[config.mk]
export PLATFORM = sky130hd
export DESIGN_NAME = bpb_port_bank
export DESIGN_NICKNAME = d
export VERILOG_FILES = /design/src/hdl/bpb_pkg.sv /design/src/hdl/bpb_port_bank.sv
export SDC_FILE = /design/constraint.sdc
export NUM_CORES = 1
export LEC_CHECK = 0
export BUFFER_PORTS_ARGS = -buffer_cell sky130_fd_sc_hd__buf_2
export CAP_MARGIN = 30
export CORE_ASPECT_RATIO = 0.7
export CORE_MARGIN = 2
export CORE_UTILIZATION = 57
export DETAILED_ROUTE_END_ITERATION = 8
export GPL_ROUTABILITY_DRIVEN = 0
export PLACE_DENSITY = 0.89
export SYNTH_ARGS = -nofsm -noshare
export SYNTH_HDL_FRONTEND = slang
export SYNTH_SLANG_ARGS = --single-unit
export TNS_END_PERCENT = 100
[constraint.sdc]
create_clock -name core_clk -period 4.08 [get_ports core_clk]
set_clock_uncertainty 0.15 [all_clocks]
set_input_delay 0.204 -clock core_clk [delete_from_list [all_inputs] [get_ports core_clk]]
set_output_delay 0.204 -clock core_clk [all_outputs]
set_load 0.05 [all_outputs]
[src/hdl/bpb_pkg.sv]
// shared constants for the bidirectional port bank
package bpb_pkg;
    localparam int unsigned ADDR_W      = 8;
    localparam int unsigned PORT_W      = 8;
    localparam int unsigned NUM_PORTS   = 3;
    localparam int unsigned NUM_WAKE    = 2;
    localparam int unsigned PORT_L      = 0;
    localparam int unsigned PORT_M      = 1;
    localparam int unsigned PORT_G      = 2;
    // per-port register layout, byte offsets inside one port slot
    localparam logic [7:0] OFS_CFG      = 8'h00;
    localparam logic [7:0] OFS_DATA     = 8'h04;
    localparam logic [7:0] OFS_PINS     = 8'h08;
    localparam logic [7:0] OFS_WAKE_EN  = 8'h0C;
    localparam logic [7:0] OFS_WAKE_EDG = 8'h10;
    localparam logic [7:0] OFS_WAKE_PND = 8'h14;
    localparam logic [7:0] OFS_ALT_SEL  = 8'h18;
    localparam logic [7:0] BASE_L       = 8'h00;
    localparam logic [7:0] BASE_M       = 8'h20;
    localparam logic [7:0] BASE_G       = 8'h40;
    localparam logic [7:0] SLOT_MASK    = 8'hE0;
    localparam logic [7:0] REG_MASK     = 8'h1F;
    // special port bit positions
    localparam int unsigned G_IN_BIT    = 6;
    localparam int unsigned G_CLK_BIT   = 7;
    localparam int unsigned G_IDLE_BIT  = 6;
    localparam int unsigned G_HALT_BIT  = 7;
    localparam int unsigned G_ALT_PH    = 6;
    localparam int unsigned G_CLK_DLY   = 7;
    localparam logic [7:0] G_DATA_MASK  = 8'h3F;
    // serial alternate pins on the first wakeup port
    localparam int unsigned L_CLK_BIT   = 1;
    localparam int unsigned L_TX_BIT    = 2;
    localparam int unsigned L_RX_BIT    = 3;
    localparam logic [7:0] ALT_MASK     = 8'h0E;
    // reset values
    localparam logic [7:0] RST_CFG      = 8'h00;
    localparam logic [7:0] RST_DATA     = 8'h00;
    localparam logic [7:0] RST_WAKE     = 8'h00;
    localparam logic [7:0] RST_ALT      = 8'h00;

    typedef struct packed {
        logic [NUM_PORTS-1:0][PORT_W-1:0] cfg;
        logic [NUM_PORTS-1:0][PORT_W-1:0] data;
        logic [NUM_WAKE-1:0][PORT_W-1:0]  wen;
        logic [NUM_WAKE-1:0][PORT_W-1:0]  wedge;
        logic [NUM_WAKE-1:0][PORT_W-1:0]  wpend;
        logic [NUM_WAKE-1:0][PORT_W-1:0]  prev;
        logic [PORT_W-1:0]                alt;
        logic [PORT_W-1:0]                rdata;
        logic                             ack;
        logic                             halt;
        logic                             idle;
    } bpb_state_t;
endpackage : bpb_pkg

[src/hdl/bpb_port_bank.sv]
// three memory-mapped bidirectional ports behind an Avalon-MM slave
`timescale 1ns/10ps
`default_nettype none

// Behaviour
// - cfg/data 00 hi-z, 01 pulled-up input, 10 drive low, 11 drive high
// - every bit of both wakeup ports and special port bits 0-5 is set on its own by software
// - each port has direction register, output latch and a pin-level read
// - all eight pins of both wakeup ports detect wakeup edges
// - wakeups from both ports share one wakeup request output
// - first wakeup port pins 3,2,1 carry serial receive, transmit, clock
// - special port bits 0-5 bidirectional, bit 6 input only, bit 7 output
// - special port bit 7 always drives the oscillator clock out
// - special bits 6 and 7 of cfg and data are control, not pin control
// - special port data bits 6 and 7 always read as zero
// - writing one to special data bit 7 requests full stop mode
// - writing one to special data bit 6 requests light sleep mode
// - an alternate function overrides the pin's cfg and data bits
// - special cfg bit 6 selects the alternate shift clock phase
module bpb_port_bank
    import bpb_pkg::*;
(
    // clock and reset
    input  wire logic              core_clk,
    input  wire logic              arst_n,
    // avalon-mm slave
    input  wire logic [ADDR_W-1:0] avs_address,
    input  wire logic              avs_read,
    input  wire logic              avs_write,
    input  wire logic [31:0]       avs_writedata,
    input  wire logic [3:0]        avs_byteenable,
    output logic [31:0]            avs_readdata,
    output logic                   avs_waitrequest,
    // first wakeup port pins
    input  wire logic [7:0]        pin_l_in,
    output logic [7:0]             pin_l_out,
    output logic [7:0]             pin_l_oe,
    output logic [7:0]             pin_l_pu,
    // second wakeup port pins
    input  wire logic [7:0]        pin_m_in,
    output logic [7:0]             pin_m_out,
    output logic [7:0]             pin_m_oe,
    output logic [7:0]             pin_m_pu,
    // special port pins
    input  wire logic [7:0]        pin_g_in,
    output logic [7:0]             pin_g_out,
    output logic [7:0]             pin_g_oe,
    output logic [7:0]             pin_g_pu,
    // serial unit alternate functions
    output logic                   serial_receive_in,
    input  wire logic              serial_transmit_out,
    input  wire logic              serial_clock_out,
    input  wire logic              serial_clock_oe,
    output logic                   serial_clock_pin,
    // clock, power and wakeup controls
    input  wire logic              oscillator_clock_in,
    output logic                   shift_clock_alt_phase,
    output logic                   clock_delay_sel,
    output logic                   halt_req,
    output logic                   idle_req,
    output logic                   multi_pin_wakeup
);

    bpb_state_t s_reg;
    bpb_state_t s_next;
    logic [NUM_PORTS-1:0][PORT_W-1:0] pins;
    logic                             req;
    logic [7:0]                       slot;
    logic [7:0]                       ofs;
    logic [PORT_W-1:0]                rd_val;

    assign pins = {pin_g_in, pin_m_in, pin_l_in};
    assign req  = avs_read | avs_write;
    assign slot = avs_address & SLOT_MASK;
    assign ofs  = avs_address & REG_MASK;

    // read multiplexer, unmapped reads give zero
    always_comb
    begin
        rd_val = 8'h00;
        if (slot == BASE_L || slot == BASE_M)
        begin
            case (ofs)
                OFS_CFG:      rd_val = s_reg.cfg[slot[5]];
                OFS_DATA:     rd_val = s_reg.data[slot[5]];
                OFS_PINS:     rd_val = pins[slot[5]];
                OFS_WAKE_EN:  rd_val = s_reg.wen[slot[5]];
                OFS_WAKE_EDG: rd_val = s_reg.wedge[slot[5]];
                OFS_WAKE_PND: rd_val = s_reg.wpend[slot[5]];
                OFS_ALT_SEL:  rd_val = (slot == BASE_L) ? s_reg.alt : 8'h00;
                default:      rd_val = 8'h00;
            endcase
        end
        else if (slot == BASE_G)
        begin
            case (ofs)
                OFS_CFG:  rd_val = s_reg.cfg[PORT_G];
                OFS_DATA: rd_val = s_reg.data[PORT_G] & G_DATA_MASK;
                OFS_PINS: rd_val = pins[PORT_G];
                default:  rd_val = 8'h00;
            endcase
        end
    end

    // next state: bus handshake, register writes, wakeup capture
    always_comb
    begin
        logic [NUM_WAKE-1:0][PORT_W-1:0] clr;
        logic [NUM_WAKE-1:0][PORT_W-1:0] ev;
        logic                            wr;
        s_next = s_reg;
        clr    = '0;
        ev     = '0;
        s_next.halt = 1'b0;
        s_next.idle = 1'b0;
        wr = s_reg.ack & avs_write & avs_byteenable[0];
        if (req & ~s_reg.ack)
        begin
            s_next.ack   = 1'b1;
            s_next.rdata = rd_val;
        end
        else
        begin
            s_next.ack = 1'b0;
        end
        if (wr && (slot == BASE_L || slot == BASE_M))
        begin
            case (ofs)
                OFS_CFG:      s_next.cfg[slot[5]] = avs_writedata[7:0];
                OFS_DATA:     s_next.data[slot[5]] = avs_writedata[7:0];
                OFS_WAKE_EN:  s_next.wen[slot[5]] = avs_writedata[7:0];
                OFS_WAKE_EDG: s_next.wedge[slot[5]] = avs_writedata[7:0];
                OFS_WAKE_PND: clr[slot[5]] = avs_writedata[7:0];
                OFS_ALT_SEL:
                begin
                    if (slot == BASE_L)
                        s_next.alt = avs_writedata[7:0] & ALT_MASK;
                end
                default:      s_next.alt = s_reg.alt;
            endcase
        end
        else if (wr && slot == BASE_G)
        begin
            case (ofs)
                OFS_CFG: s_next.cfg[PORT_G] = avs_writedata[7:0];
                OFS_DATA:
                begin
                    s_next.data[PORT_G] = avs_writedata[7:0] & G_DATA_MASK;
                    s_next.halt = avs_writedata[G_HALT_BIT];
                    s_next.idle = avs_writedata[G_IDLE_BIT];
                end
                default: s_next.alt = s_reg.alt;
            endcase
        end
        // edge select 0 rising, 1 falling; a new event beats a clear
        for (int p = 0; p < NUM_WAKE; p++)
        begin
            ev[p] = (pins[p] ^ s_reg.prev[p]) & (pins[p] ^ s_reg.wedge[p]);
            s_next.prev[p]  = pins[p];
            s_next.wpend[p] = (s_reg.wpend[p] & ~clr[p]) | ev[p];
        end
    end

    always_ff @(posedge core_clk or negedge arst_n)
    begin
        if (!arst_n)
        begin
            s_reg       <= '0;
            s_reg.cfg   <= {NUM_PORTS{RST_CFG}};
            s_reg.data  <= {NUM_PORTS{RST_DATA}};
            s_reg.wen   <= {NUM_WAKE{RST_WAKE}};
            s_reg.wedge <= {NUM_WAKE{RST_WAKE}};
            s_reg.alt   <= RST_ALT;
        end
        else
        begin
            s_reg <= s_next;
        end
    end

    // pin drivers from the latched cfg and data bits
    always_comb
    begin
        pin_l_oe  = s_reg.cfg[PORT_L];
        pin_l_out = s_reg.data[PORT_L];
        pin_l_pu  = ~s_reg.cfg[PORT_L] & s_reg.data[PORT_L];
        pin_m_oe  = s_reg.cfg[PORT_M];
        pin_m_out = s_reg.data[PORT_M];
        pin_m_pu  = ~s_reg.cfg[PORT_M] & s_reg.data[PORT_M];
        pin_g_oe  = s_reg.cfg[PORT_G] & G_DATA_MASK;
        pin_g_out = s_reg.data[PORT_G] & G_DATA_MASK;
        pin_g_pu  = ~s_reg.cfg[PORT_G] & s_reg.data[PORT_G] & G_DATA_MASK;
        pin_g_oe[G_CLK_BIT]  = 1'b1;
        pin_g_out[G_CLK_BIT] = oscillator_clock_in;
        if (s_reg.alt[L_RX_BIT])
        begin
            pin_l_oe[L_RX_BIT] = 1'b0;
            pin_l_pu[L_RX_BIT] = 1'b0;
        end
        if (s_reg.alt[L_TX_BIT])
        begin
            pin_l_oe[L_TX_BIT]  = 1'b1;
            pin_l_out[L_TX_BIT] = serial_transmit_out;
            pin_l_pu[L_TX_BIT]  = 1'b0;
        end
        if (s_reg.alt[L_CLK_BIT])
        begin
            pin_l_oe[L_CLK_BIT]  = serial_clock_oe;
            pin_l_out[L_CLK_BIT] = serial_clock_out;
            pin_l_pu[L_CLK_BIT]  = 1'b0;
        end
    end

    assign serial_receive_in     = pin_l_in[L_RX_BIT];
    assign serial_clock_pin      = pin_l_in[L_CLK_BIT];
    assign shift_clock_alt_phase = s_reg.cfg[PORT_G][G_ALT_PH];
    assign clock_delay_sel       = s_reg.cfg[PORT_G][G_CLK_DLY];
    assign halt_req              = s_reg.halt;
    assign idle_req              = s_reg.idle;
    assign multi_pin_wakeup      =
        |((s_reg.wpend[PORT_L] & s_reg.wen[PORT_L])
        | (s_reg.wpend[PORT_M] & s_reg.wen[PORT_M]));
    assign avs_waitrequest       = req & ~s_reg.ack;
    assign avs_readdata          = {24'h000000, s_reg.rdata};
endmodule : bpb_port_bank

`default_nettype wire

==> impl_metrics.ini <==
[clock_network]
clockBufferDepth = 2
htree_levels = 4
post-cts-setup-buffer-count = 0
clkLatencyLatePin_ns = 0.41
cts-root-buf = clkbuf_16
cts_buffers = 17
cts_tree = done
cts.clk_slew.worst_paths_ns = 0.05
cts_sinks = 124

[floorplanning]
die_height_um = 94.4
io_pins = 188
initial_core_util_pct = 59.4
dieArea_sq_um = 12600
core_area_sq_um = 11200
dieWidth_um = 133
fp-row-count = 32

[placed_design]
dpl_cell_area_sq_um = 6940
place.port_buffers = 129
dp_hpwl_um = 12200
dp_cells = 843

[timing]
relSlewSlack_pct = 33.3
finalCritPeriodShare_pct = 56.5
max_freq_ghz = 0.434
tns_ns = 0
rsz0062_at_grt = no
slew_viol_final = 0
finalCriticalPeriod_ns = 2.30
setup-violations-final = 0
hold_slack_ns = 0.0660
tightest_slew_ns = 0.994
finalHoldViolCount = 0

[setup_path]
reg2reg_depth = 4
crit_fanout = 3
criticalPathCategory = reg -> out
cp-start-kind = flop
cp_slowest_cell = dfrtp_1
rrSetupSlack_ns = 1.86
r2r_start = s_reg[2]$_DFF_PN0_
worst_ep_required_time_ns = 3.73
path_cells = a22o_1 -> a221oi_1 -> nand4_1 -> buf_2
end_kind = primary output
slowest_delay_ns = 0.40
r2r_end = pin_l_oe[0]$_DFFE_PN0P_
cp.arrival_ns = 1.95

[drt]
ant_nets = 0
via_per_inst = 5.97
wl_um = 17900
drt_first_pass_iters = 5
first_iter_violations = 590
vias = 5339
wl_per_cell_um = 20.0
drc = 0

[yosys]
synthCells = 632
yosys.area.top_type = dfrtp_1
synth_top_area_share_pct = 46.6
synth_top_family_by_area = multiplexers
yosysUniqueCellTypes = 41
avgSynthCellArea_sq_um = 10.5
synth_fa_ha_area_share_pct = 0
synth.area.top_cells = dfrtp_1, mux2_2, buf_4
synth-seq-cells = 124
synth_compound_area_share_pct = 8.31
synth-simple-area-share_pct = 14.5
synth_xor_area_share_pct = 0
synth_area_sq_um = 6660
synth_warnings = 0
yosysSeqAreaShare_pct = 46.6
synth_mux_area_share_pct = 20.0

[pwr]
p_seq_share_pct = 43.2
clockPowerShare_pct = 46.0
sw_frac_of_total_pct = 26.3
peakVddDrop_mv = 0.322
power_density_nw_per_um2 = 384
p_int_w = 0.00217
combPwrFrac_pct = 10.8
p_leak_nw = 3.95
p_switching_w = 0.000772

[worst_hold_path]
hold_end = avs_readdata[2]$_DFFE_PN0P_
min_from = pin_g_in[2]
hp-class = in -> reg
whs_path_depth = 5

[grt]
grt_max_degree = 66
grt_pass1_wl_um = 27300
grt_pass1_vias = 5250
overflow = 0
grt_antenna_before_repair = 0
grt_use_total_pct = 28.7

[final_layout]
fill_cells = 838
final_nets = 804
layout.cells.non_filler = 894
final_util_pct = 68.3
syn2layout_area_growth_pct = 15.1
largest_register_ffs = 73
drive_gt1_share_pct = 32.5
finish.instance_area_sq_um = 7660
insertedDiodeCount = 0

[status]
outcome = finished clean

[job]
drv_cap = 0
power groups by stage:
| stage | clock network [W] | logic (W) | registers (W) |
|---|---|---|---|
| detailed placement | 0 | 0.000300 | 0.00129 |
| CTS | 0.00136 | 0.000316 | 0.00127 |
| global placement | 0 | 0.000292 | 0.00129 |
| floorplan | 0 | 0.000237 | 0.00129 |
| global route | 0.00142 | 0.000337 | 0.00127 |
| finish | 0.00135 | 0.000319 | 0.00127 |
how the worst max path moves through the flow:
stage	start	end	slack (ns)	depth (start not counted)
global placement	avs_address[5]	avs_readdata[1]$_DFFE_PN0P_	1.70	6
detailed placement	avs_address[5]	avs_readdata[3]$_DFFE_PN0P_	1.58	6
global route	s_reg[2]$_DFF_PN0_	pin_l_oe[0]$_DFFE_PN0P_	1.75	4
CTS	s_reg[81]$_DFFE_PN0P_	multi_pin_wakeup	1.81	4
finish	s_reg[81]$_DFFE_PN0P_	multi_pin_wakeup	1.78	4
floorplan	s_reg[2]$_DFF_PN0_	avs_readdata[0]$_DFFE_PN0P_	2.11	5
routing by layer:
metal | routed length (um) | track usage (%) | up-vias
met5 | 0 | 0 | -
li1 | - | - | 2303
met4 | 522 | 12.2 | 0
met1 | 7140 | 36.0 | 2641
met2 | 8580 | 47.8 | 336
met3 | 1610 | 7.89 | 59
placed cells by master (no fill, tap or decap), drive strengths merged, types with 9 or more instances in the layout:
cell type / netlist / routed
nor2b: 21 / 21
dfrtp: 124 / 124
nor3: 9 / 9
buf: 87 / 132
o211ai: 18 / 18
conb: 2 / 29
o22ai: 24 / 24
clkbuf: 14 / 25
o21ai: 21 / 21
mux2i: 54 / 54
mux2: 68 / 68
nand2: 114 / 114
dlygate4sd3: 0 / 19
nor2: 26 / 26
what timing repair did:
action,4_1_cts,5_1_grt
endpoints found under the hold margin,99,0
gates resized for setup,0,0
hold buffers,19,0
endpoints found under the setup margin,0,0
stage by stage:
step                      setup WS [ns]  total power, W
after floorplan                    2.11         0.00152
after global placement             1.70         0.00158
after detailed placement           1.58         0.00159
after CTS                          1.81         0.00295
after global routing               1.75         0.00303
final                              1.78         0.00294
cell type report:
class | instances | area [sq um] | area share, %
clock buffer | 25 | 495 | 6.47
tap | 153 | 191 | 2.50
clock inverter | 7 | 38.8 | 0.506
sequential | 124 | 3100 | 40.5
inverter | 4 | 15.0 | 0.196
timing repair buffer | 151 | 861 | 11.2
multi-input combinational | 430 | 2960 | 38.6
cells by family after synthesis:
logic type | count (synthesis)
flops | 124
simple gates | 199
other cells | 2
compound gates | 80
mux | 122
buf+inv | 105
cells in the mapped netlist, drive strengths merged:
library cell,number
dfrtp,124
nand2,114
buf,87
mux2,68
mux2i,54
nor2,26
o22ai,24
nor2b,21
o21ai,21
o211ai,18
clkbuf,14
nor3,9
nand3,6
o221ai,6
or3,5
a221oi,4
a22o,4
inv,4
or2,4
nand2b,3
nor4,3
nor4b,3
a32o,2
conb,2
nor3b,2
or3b,2
a211oi,1
nand4,1
critical path, delay by kind of cell, from the launching register on:
family          cells  cell delay, ns
flops               1            0.40
simple gates        1            0.22
buf+inv             1            0.26
compound gates      2            0.64
No activity file was read; power rests on OpenSTA's default activity.
